==> config.mk <==
export PLATFORM = sky130hd
export DESIGN_NAME = ais_scan_top
export DESIGN_NICKNAME = d
export VERILOG_FILES = /design/src/core/ais_pkg.sv /design/src/core/ais_seq_if.sv /design/src/core/ais_scan_seq.sv /design/src/core/ais_scan_top.sv
export SDC_FILE = /design/constraint.sdc
export NUM_CORES = 1
export LEC_CHECK = 0
export ABC_CLOCK_PERIOD_IN_PS = 6700
export BUFFER_PORTS_ARGS = -buffer_cell sky130_fd_sc_hd__buf_2
export CAP_MARGIN = 25
export CELL_PAD_IN_SITES_DETAIL_PLACEMENT = 1
export CELL_PAD_IN_SITES_GLOBAL_PLACEMENT = 2
export CORE_ASPECT_RATIO = 0.9
export CORE_MARGIN = 5
export CORE_UTILIZATION = 34
export CTS_CLUSTER_SIZE = 14
export DETAILED_ROUTE_END_ITERATION = 8
export GPL_TIMING_DRIVEN = 0
export PLACE_DENSITY_LB_ADDON = 0.1
export RECOVER_POWER = 100
export SYNTH_ARGS = -nofsm -noshare
export SYNTH_HDL_FRONTEND = slang
export SYNTH_SLANG_ARGS = --single-unit
==> constraint.sdc <==
create_clock -name i_core_clk -period 6.7 [get_ports i_core_clk]
set_input_delay 1.675 -clock i_core_clk [delete_from_list [all_inputs] [get_ports i_core_clk]]
set_output_delay 1.675 -clock i_core_clk [all_outputs]
set_load 0.03 [all_outputs]
==> src/core/ais_pkg.sv <==
package ais_pkg;

   // ****************************************
   // Register map
   // ****************************************
   localparam int ADDR_W = 8;
   localparam logic [7:0] OFS_SEL = 8'h00;
   localparam logic [7:0] OFS_CTRL = 8'h04;
   localparam logic [7:0] OFS_STAT = 8'h08;
   localparam logic [15:0] SEL_RST = 16'h0000;
   localparam logic [31:0] RD_ZERO = 32'h0000_0000;

   // ****************************************
   // Field positions
   // ****************************************
   localparam int SEL_W = 16;
   localparam int CTRL_RUN_BIT = 0;
   localparam int STAT_POS_LSB = 0;
   localparam int STAT_VALID_BIT = 8;
   localparam int STAT_WRAP_BIT = 9;

   // ****************************************
   // Source codes toward the analog mux
   // ****************************************
   localparam int NUM_EXT = 13;
   localparam logic [3:0] POS_CTU = 4'hD;
   localparam logic [3:0] POS_INTREF = 4'hE;
   localparam logic [3:0] POS_GND = 4'hF;
   localparam logic [4:0] SRC_CTU = 5'h0D;
   localparam logic [4:0] SRC_INTREF = 5'h0E;
   localparam logic [4:0] SRC_GND = 5'h0F;
   localparam logic [4:0] SRC_LOWREF = 5'h10;
   localparam logic [4:0] SRC_NONE = 5'h00;

   typedef enum logic {
      SEQ_IDLE,
      SEQ_RUN
   } ais_seq_st_t;

   // Next selected position after from_pos, ascending, wrapping
   function automatic logic [3:0] ais_next_sel(input logic [15:0] mask,
                                               input logic [3:0] from_pos);
      logic [3:0] idx;
      logic found;
      logic [3:0] res;
      found = 1'b0;
      res = from_pos;
      for (int i = 1; i <= 16; i++) begin
         idx = from_pos + 4'(i);
         if (!found && mask[idx]) begin
            found = 1'b1;
            res = idx;
         end
      end
      return res;
   endfunction

endpackage

==> src/core/ais_seq_if.sv <==
`timescale 1ns/10ps
interface ais_seq_if;
   logic [15:0] mask;
   logic run;
   logic adv;
   logic [3:0] pos;
   logic valid;
   logic wrap;
   modport ctl(output mask, output run, output adv, input pos, input valid, input wrap);
   modport seq(input mask, input run, input adv, output pos, output valid, output wrap);
endinterface

==> src/core/ais_scan_seq.sv <==
`timescale 1ns/10ps
module ais_scan_seq
   import ais_pkg::*;
(
   // Clock and reset
   input wire logic i_core_clk,
   input wire logic i_rst,
   // Sequencer link
   ais_seq_if.seq sif
);

   ais_seq_st_t st_ff;
   ais_seq_st_t nxt_st;
   logic [3:0] pos_ff;
   logic [3:0] nxt_pos;
   logic wrap_ff;
   logic nxt_wrap;

   wire any_sel = |sif.mask;
   // From 15 the search lands on the lowest selected position
   wire [3:0] from_pos = (st_ff == SEQ_RUN) ? pos_ff : 4'hF;
   wire [3:0] pick = ais_next_sel(sif.mask, from_pos);
   wire wrapped = (st_ff == SEQ_RUN) && (pick <= from_pos);

   always_comb begin
      nxt_st = st_ff;
      nxt_pos = pos_ff;
      nxt_wrap = 1'b0;
      case (st_ff)
         SEQ_IDLE: begin
            if (sif.run && any_sel) begin
               nxt_st = SEQ_RUN;
               nxt_pos = pick;
            end
         end
         SEQ_RUN: begin
            if (!sif.run || !any_sel) begin
               nxt_st = SEQ_IDLE;
            end else if (sif.adv) begin
               nxt_pos = pick;
               nxt_wrap = wrapped;
            end
         end
         default: nxt_st = SEQ_IDLE;
      endcase
   end

   always_ff @(posedge i_core_clk or posedge i_rst) begin
      if (i_rst) begin
         st_ff <= SEQ_IDLE;
         pos_ff <= 4'h0;
         wrap_ff <= 1'b0;
      end else begin
         st_ff <= nxt_st;
         pos_ff <= nxt_pos;
         wrap_ff <= nxt_wrap;
      end
   end

   assign sif.pos = pos_ff;
   assign sif.valid = (st_ff == SEQ_RUN);
   assign sif.wrap = wrap_ff;

endmodule

==> src/core/ais_scan_top.sv <==
`timescale 1ns/10ps
// Summary of operation
// - Set select bit includes its source
// - Clear select bit skips its source
// - Bits 0 to 12 are external channels
// - Bit 13 scans the charge time unit
// - Bit 14 scans internal voltage reference
// - Bit 15 scans the ground node
// - Missing channels convert low reference voltage
// - Upper sixteen bits read zero, ignore writes
module ais_scan_top
   import ais_pkg::*;
#(
   parameter int NUM_AN = NUM_EXT
)
(
   // Clock and reset
   input wire logic i_core_clk,
   input wire logic i_rst,
   // Register port
   input wire logic [7:0] i_reg_addr,
   input wire logic [31:0] i_reg_wdata,
   input wire logic i_reg_wr,
   input wire logic i_reg_rd,
   output logic [31:0] o_reg_rdata,
   // Converter side
   input wire logic i_conv_done,
   output logic [4:0] o_src_code,
   output logic o_src_valid,
   output logic o_scan_wrap
);

   // ****************************************
   // Source mapping
   // ****************************************
   localparam logic [4:0] AN_LIM = 5'(NUM_AN);

   function automatic logic [4:0] ais_src_map(input logic [3:0] pos);
      logic [4:0] code;
      code = SRC_LOWREF;
      case (pos)
         POS_CTU: code = SRC_CTU;
         POS_INTREF: code = SRC_INTREF;
         POS_GND: code = SRC_GND;
         default: begin
            if ({1'b0, pos} < AN_LIM) begin
               code = {1'b0, pos};
            end else begin
               code = SRC_LOWREF;
            end
         end
      endcase
      return code;
   endfunction

   // ****************************************
   // Register decode
   // ****************************************
   logic [15:0] sel_ff;
   logic [15:0] nxt_sel;
   logic run_ff;
   logic nxt_run;
   logic wrap_st_ff;
   logic nxt_wrap_st;
   logic [31:0] rdata_ff;
   logic [31:0] nxt_rdata;
   logic [4:0] code_ff;
   logic valid_ff;

   ais_seq_if sif();

   // Exact decode: unmapped offsets read zero, drop writes
   wire hit_sel = (i_reg_addr == OFS_SEL);
   wire hit_ctrl = (i_reg_addr == OFS_CTRL);
   wire hit_stat = (i_reg_addr == OFS_STAT);
   wire wr_sel = i_reg_wr && hit_sel;
   wire wr_ctrl = i_reg_wr && hit_ctrl;
   wire wr_stat = i_reg_wr && hit_stat;
   wire clr_wrap = wr_stat && i_reg_wdata[STAT_WRAP_BIT];

   // only the low half is stored
   assign nxt_sel = wr_sel ? i_reg_wdata[SEL_W-1:0] : sel_ff;
   assign nxt_run = wr_ctrl ? i_reg_wdata[CTRL_RUN_BIT] : run_ff;
   // Set wins so a wrap in the clearing cycle is kept
   assign nxt_wrap_st = sif.wrap | (wrap_st_ff & ~clr_wrap);

   wire [31:0] rd_sel = {16'h0000, sel_ff};
   wire [31:0] rd_ctrl = {31'h0000_0000, run_ff};
   wire [31:0] rd_stat = (32'(wrap_st_ff) << STAT_WRAP_BIT)
                         | (32'(sif.valid) << STAT_VALID_BIT)
                         | (32'(sif.pos) << STAT_POS_LSB);
   wire [31:0] rd_mux = hit_sel ? rd_sel :
                        hit_ctrl ? rd_ctrl :
                        hit_stat ? rd_stat : RD_ZERO;
   // Data stand only in the cycle after the read strobe
   assign nxt_rdata = i_reg_rd ? rd_mux : RD_ZERO;

   // ****************************************
   // Register state
   // ****************************************
   always_ff @(posedge i_core_clk or posedge i_rst) begin
      if (i_rst) begin
         sel_ff <= SEL_RST;
         run_ff <= 1'b0;
         wrap_st_ff <= 1'b0;
         rdata_ff <= RD_ZERO;
      end else begin
         sel_ff <= nxt_sel;
         run_ff <= nxt_run;
         wrap_st_ff <= nxt_wrap_st;
         rdata_ff <= nxt_rdata;
      end
   end

   // ****************************************
   // Sequencer
   // ****************************************
   // Run off or empty select stops the scan next edge
   assign sif.mask = sel_ff;
   assign sif.run = run_ff;
   // Converter done is on this clock, no sync needed
   assign sif.adv = i_conv_done && run_ff;

   ais_scan_seq u_seq (
      .i_core_clk(i_core_clk),
      .i_rst(i_rst),
      .sif(sif)
   );

   // ****************************************
   // Mux code output
   // ****************************************
   // channel map, missing channels to low ref
   wire [4:0] nxt_code = sif.valid ? ais_src_map(sif.pos) : SRC_NONE;

   always_ff @(posedge i_core_clk or posedge i_rst) begin
      if (i_rst) begin
         code_ff <= SRC_NONE;
         valid_ff <= 1'b0;
      end else begin
         code_ff <= nxt_code;
         valid_ff <= sif.valid;
      end
   end

   assign o_reg_rdata = rdata_ff;
   assign o_src_code = code_ff;
   assign o_src_valid = valid_ff;
   assign o_scan_wrap = sif.wrap;

   // ****************************************
   // Checks
   // ****************************************
   // Select as it stood before the last edge
   logic [15:0] sel_d_ff;
   always_ff @(posedge i_core_clk or posedge i_rst) begin
      if (i_rst) begin
         sel_d_ff <= SEL_RST;
      end else begin
         sel_d_ff <= sel_ff;
      end
   end

   upper_zero_a: assert property (
      @(posedge i_core_clk) disable iff (i_rst)
      1'b1 |-> o_reg_rdata[31:16] == 16'h0000)
      else $error("upper half of read data not zero");

   sel_readback_a: assert property (
      @(posedge i_core_clk) disable iff (i_rst)
      (i_reg_wr && i_reg_addr == OFS_SEL) ##1 (i_reg_rd && i_reg_addr == OFS_SEL)
      |=> o_reg_rdata[15:0] == $past(i_reg_wdata[15:0], 2))
      else $error("select readback differs from written value");

   adv_pick_a: assert property (
      @(posedge i_core_clk) disable iff (i_rst)
      (sif.adv && sif.valid && sel_ff != 16'h0000 && nxt_run)
      |=> sel_d_ff[sif.pos])
      else $error("advance landed on an unselected source");

   order_asc_a: assert property (
      @(posedge i_core_clk) disable iff (i_rst)
      (sif.adv && sif.valid && nxt_run && ((sel_ff >> sif.pos) > 16'h0001))
      |=> sif.pos > $past(sif.pos) && !sif.wrap)
      else $error("scan did not ascend");

   wrap_low_a: assert property (
      @(posedge i_core_clk) disable iff (i_rst)
      (sif.adv && sif.valid && nxt_run && sel_ff != 16'h0000
       && ((sel_ff >> sif.pos) <= 16'h0001))
      |=> sif.wrap && (sel_d_ff & ((16'h0001 << sif.pos) - 16'h0001)) == 16'h0000
          ##1 wrap_st_ff)
      else $error("wrap did not go to lowest selected source");

   map_chan_a: assert property (
      @(posedge i_core_clk) disable iff (i_rst)
      (sif.valid && {1'b0, sif.pos} < AN_LIM) |=> o_src_code == {1'b0, $past(sif.pos)}
      && o_src_valid)
      else $error("external channel code wrong");

   map_ctu_a: assert property (
      @(posedge i_core_clk) disable iff (i_rst)
      (sif.valid && sif.pos == POS_CTU) |=> o_src_code == SRC_CTU)
      else $error("charge time unit code wrong");

   map_intref_a: assert property (
      @(posedge i_core_clk) disable iff (i_rst)
      (sif.valid && sif.pos == POS_INTREF) |=> o_src_code == SRC_INTREF)
      else $error("internal reference code wrong");

   map_gnd_a: assert property (
      @(posedge i_core_clk) disable iff (i_rst)
      (sif.valid && sif.pos == POS_GND) |=> o_src_code == SRC_GND)
      else $error("ground code wrong");

   map_lowref_a: assert property (
      @(posedge i_core_clk) disable iff (i_rst)
      (sif.valid && {1'b0, sif.pos} >= AN_LIM && sif.pos < POS_CTU)
      |=> o_src_code == SRC_LOWREF)
      else $error("missing channel not sent to low reference");

   reset_clear_a: assert property (
      @(posedge i_core_clk) disable iff (i_rst)
      $fell(i_rst) |-> sel_ff == 16'h0000 && !o_src_valid)
      else $error("select bits not clear after reset");

   empty_idle_a: assert property (
      @(posedge i_core_clk) disable iff (i_rst)
      (sel_ff == 16'h0000) [*2] |=> !o_src_valid)
      else $error("scan active with nothing selected");

   rdata_idle_a: assert property (
      @(posedge i_core_clk) disable iff (i_rst)
      !i_reg_rd |=> o_reg_rdata == RD_ZERO)
      else $error("read data not zero outside a read");

   rd_unmapped_a: assert property (
      @(posedge i_core_clk) disable iff (i_rst)
      (i_reg_rd && !hit_sel && !hit_ctrl && !hit_stat) |=> o_reg_rdata == RD_ZERO)
      else $error("unmapped read not zero");

   sel_read_a: assert property (
      @(posedge i_core_clk) disable iff (i_rst)
      (i_reg_rd && hit_sel) |=> o_reg_rdata == {16'h0000, $past(sel_ff)})
      else $error("select read data wrong");

   sel_write_a: assert property (
      @(posedge i_core_clk) disable iff (i_rst)
      (i_reg_wr && hit_sel) |=> sel_ff == $past(i_reg_wdata[15:0]))
      else $error("select write not stored");

   sel_hold_a: assert property (
      @(posedge i_core_clk) disable iff (i_rst)
      !(i_reg_wr && hit_sel) |=> $stable(sel_ff))
      else $error("select changed without a select write");

   start_low_a: assert property (
      @(posedge i_core_clk) disable iff (i_rst)
      (!sif.valid && run_ff && sel_ff != 16'h0000)
      |=> sif.valid && sel_d_ff[sif.pos]
          && (sel_d_ff & ((16'h0001 << sif.pos) - 16'h0001)) == 16'h0000)
      else $error("scan did not start at lowest selected source");

   stop_idle_a: assert property (
      @(posedge i_core_clk) disable iff (i_rst)
      !run_ff |=> !sif.valid && !sif.wrap)
      else $error("scan still running after stop");

   pos_hold_a: assert property (
      @(posedge i_core_clk) disable iff (i_rst)
      (sif.valid && !sif.adv) |=> $stable(sif.pos) && !sif.wrap)
      else $error("position moved without an advance");

   code_none_a: assert property (
      @(posedge i_core_clk) disable iff (i_rst)
      !sif.valid |=> o_src_code == SRC_NONE && !o_src_valid)
      else $error("source code shown while scan idle");

   // Sticky wrap: set wins over a clear
   wrap_set_a: assert property (
      @(posedge i_core_clk) disable iff (i_rst)
      sif.wrap |=> wrap_st_ff)
      else $error("wrap not recorded in status");

   wrap_keep_a: assert property (
      @(posedge i_core_clk) disable iff (i_rst)
      (wrap_st_ff && !clr_wrap) |=> wrap_st_ff)
      else $error("wrap flag lost without a clear");

   wrap_clear_a: assert property (
      @(posedge i_core_clk) disable iff (i_rst)
      (clr_wrap && !sif.wrap) |=> !wrap_st_ff)
      else $error("wrap flag not cleared");

endmodule

==> run_results.csv <==
group,metric,value,unit
place,hpwl,15.3,mm
floorplanning,die_w,135,um
critical_path,cp_common_cell,"ha_1",
grt,grt_pass1_vias,4951,
floorplanning,dieArea,16500,um^2
grt,grt_max_degree,36,
yosys,synth_top_cell_by_area,"dfrtp_1",
critical_path,cp_max_fo,10,
yosys,synthMostInstantiatedCell,"dfrtp_1",
cells_and_area,fillers,1715,
grt,grt_pass1_wl,30.6,mm
place,placed_cell_area,5300,um^2
yosys,synth_edf_count,0,
critical_path,crit_arrival,6.49,ns
route,num_vias,4934,
sta,fmax,159,MHz
floorplanning,initial_utilization,34.4,%
run_status,violations,"capacitance limit, slew limit",
grt,antenna_found_initial,0,
critical_path,reg2reg_from,"u_seq.sif.pos[1]",
critical_path,r2r_end,"u_seq.sif.wrap",
cells_and_area,layout-drive-gt1-share,20.5,%
clock_network,clock_path_buffers,2,
yosys,yosysWarnings,0,
min_path,worstHoldPathCells,0,
route,drt-total-wl,20.0,mm
clock_network,cts_buffers,5,
power,p_leak,2.33,nW
floorplanning,ios,84,
floorplanning,fp.dieH,122,um
clock_network,cts.sinks,46,
yosys,yosys-top-cells-count,"dfrtp_1 (46), mux2i_1 (40), nand2_1 (38), nor2_1 (34)",
clock_network,cts.clk_slew.worst_paths,0.06,ns
floorplanning,core,13900,um^2
yosys,ys_types,82,
run_status,status,"finished, violations left",
yosys,yosys-top-cells-area,"dfrtp_1 (24%), mux2i_1 (8.4%), mux2_2 (6.2%), mux4_2 (4.3%), nand2_1 (3.0%)",
grt,grt_usage,24.6,%
cells_and_area,num-nets-final,679,
place,place.gp.congestion,0.936,
clock_network,clk_latency,0.29,ns
yosys,synth_cells,552,
route,drt_iter0_drc,481,
critical_path,slowest_delay,0.50,ns
cells_and_area,areaGrowthSynthToFinish,15.0,%
sta,hold_viol,0,
critical_path,crit_start,"u_seq.sif.pos[1]",
yosys,synth_top_area_share,24.2,%
yosys,ys_seq_elements,46,
yosys,postSynth.asyncResetShare,100,%
sta,setup_violations,0,
cells_and_area,utilization,39.5,%
clock_network,cts_tree,"yes",
cells_and_area,design_area,5470,um^2
yosys,yosysSeqAreaShare,24.2,%
sta,finalWorstSetupSlack,0.420,ns
place,dp_cells,790,
yosys,netlist_area,4760,um^2
min_path,hold_class,"flip-flop to flip-flop",
critical_path,reg2reg_depth,23,
route,route.detailed.drc,0,
yosys,synthFlopType,"dfrtp_1",
critical_path,crit_end,"u_seq.sif.wrap",
critical_path,cp.required,6.91,ns
sta,post-route-min-period,6.28,ns
sta,worstMarginPinSlew,1.90,ns
power,p_per_area,567,nW/um^2
critical_path,path_class,"flip-flop to flip-flop",
critical_path,worstPathCellList,"buf_2 > nor2b_1 > clkbuf_1 > clkinvlp_4 > buf_4 > ha_1 > xor2_2 > mux2_2 > a211o_1 > a222oi_1 > o211ai_1 > nor4_4 > nand2_2 > clkbuf_4 > o31ai_1 > nor4_1 > o21ai_1 > nand2_1 > ha_1 > a21o_1 > a221oi_1 > a21oi_1 > nor2_1",
sta,post-route-period-util,93.7,%
cells_and_area,finalNonFillerCells,802,
route,wire_per_inst,25.0,um
sta,drv_slew,36,
critical_path,startpoint_type,"flip-flop",
critical_path,rrSetupSlack,0.42,ns
sta,final.setup_skew,0.00643,ns
route,dr.pass1.iters,5,
route,vias_per_cell,6.15,
floorplanning,rows,41,
sta,slew_headroom,-26.8,%
cells_and_area,diodes,0,
critical_path,slowest_stage,"nor4_4",
yosys,synth_area_per_cell,8.62,um^2
route,ant_nets,0,
power,peakVddDrop,0.159,mV
place,io_buffers,49,
place,pre_cts_slack,-0.00440,ns
clock_network,root_buffer,"clkbuf_16",
critical_path,cp-end-kind,"flip-flop",
clock_network,htree_num_levels,2,
sta,rsz0062_at_grt,"no",
grt,grt_overflow_total,0,
job,cap_violations,1,
[report_power, final]
part	switching [mW]	internal, mW
Sequential	0.0244	0.319
Clock	0.0999	0.184
Combinational	1.62	0.855
[per-stage QoR]
| stage | power (mW) | setup TNS [ns] | hold slack, ns |
|---|---|---|---|
| 2_1_floorplan | 2.06 | 0 | 0.387 |
| 3_3_place_gp | 2.71 | 0 | 0.409 |
| 3_5_place_dp | 2.74 | -0.00440 | 0.423 |
| 4_1_cts | 3.05 | 0 | 0.440 |
| 5_1_grt | 3.30 | 0 | 0.449 |
| 6_report | 3.10 | 0 | 0.434 |
[sequential cells by signal, indices dropped and copies added, names as in the netlist]
signal,cells
u_seq.sif.wrap,1
u_seq.sif.pos,4
wrap_st_ff,1
u_seq.sif.valid,1
o_src_code,5
sel_ff,16
o_src_valid,1
o_reg_rdata,16
run_ff,1
[kinds of logic (layout without fill, tap and decap cells)]
group / Yosys count / count (layout) / synth area share (%)
simple gates: 183 / 183 / 21.2
compound gates: 150 / 150 / 23.1
buf+inv: 81 / 143 / 8.62
mux: 79 / 79 / 20.4
flops: 46 / 46 / 24.2
xor+xnor: 8 / 8 / 1.47
fa+ha+maj: 4 / 4 / 1.05
other cells: 1 / 17 / 0.0788
[worst max-delay path, delay by kind of cell (launching register included)]
| family | cells | cell delay (ns) |
|---|---|---|
| AND/OR/NAND/NOR | 6 | 1.06 |
| flip-flops | 1 | 0.36 |
| XOR/XNOR | 1 | 0.41 |
| AO/OA/AOI/OAI | 8 | 2.22 |
| buffers and inverters | 5 | 1.17 |
| adder cells (fa/ha/maj) | 2 | 0.60 |
| multiplexers | 1 | 0.39 |
[area by class of cell]
type / instances / area [um^2] / share of cell area, %
multi-input cells: 441 / 3270 / 59.7
flip-flops and latches: 46 / 1150 / 21.0
plain buffers: 58 / 318 / 5.81
repair buffers: 56 / 265 / 4.85
well taps: 172 / 215 / 3.93
clock buffers: 6 / 139 / 2.54
inverters: 22 / 86.3 / 1.58
clock inverters: 1 / 30.0 / 0.549
[how the worst min path moves through the flow]
stage	from	to
after detailed placement	u_seq.sif.valid	o_src_valid
after global placement	u_seq.sif.valid	o_src_valid
after CTS	u_seq.sif.valid	o_src_valid
after global routing	u_seq.sif.valid	o_src_valid
final	u_seq.sif.valid	o_src_valid
after floorplan	u_seq.sif.valid	o_src_valid
[layer usage]
metal	share of wire, %	GRT usage, %	wire length (um)	vias up
li1	-	-	-	2214
met1	47	36.6	9410	2504
met2	44	37.5	8840	201
met3	7.8	4.71	1570	15
met4	1.1	4.33	229	0
met5	0	0	0	-
[cells in the final DEF (no fill, tap or decap), types with 6 or more instances in the layout]
cell	count
a211oi_1	12
a21oi_1	20
a22o_1	6
a31oi_1	13
and2_0	6
and2_1	8
buf_2	34
buf_4	23
clkbuf_1	52
conb_1	17
dfrtp_1	46
inv_1	18
mux2_2	26
mux2i_1	40
mux4_2	9
nand2_1	38
nand2b_1	6
nand3_1	19
nor2_1	34
nor2b_1	6
nor3_1	15
nor4_1	11
o211ai_1	8
o21ai_0	16
o22ai_1	7
or3_1	8
[repair_timing]
item | 4_1_cts | 5_1_grt
buffers inserted | 0 | 6
hold endpoints to repair | 0 | 0
endpoints found under the setup margin | 1 | 1
pin swaps | 0 | 0
hold buffers | 0 | 0
gates resized for setup | 1 | 2
No activity file was read; power rests on OpenSTA's default activity.
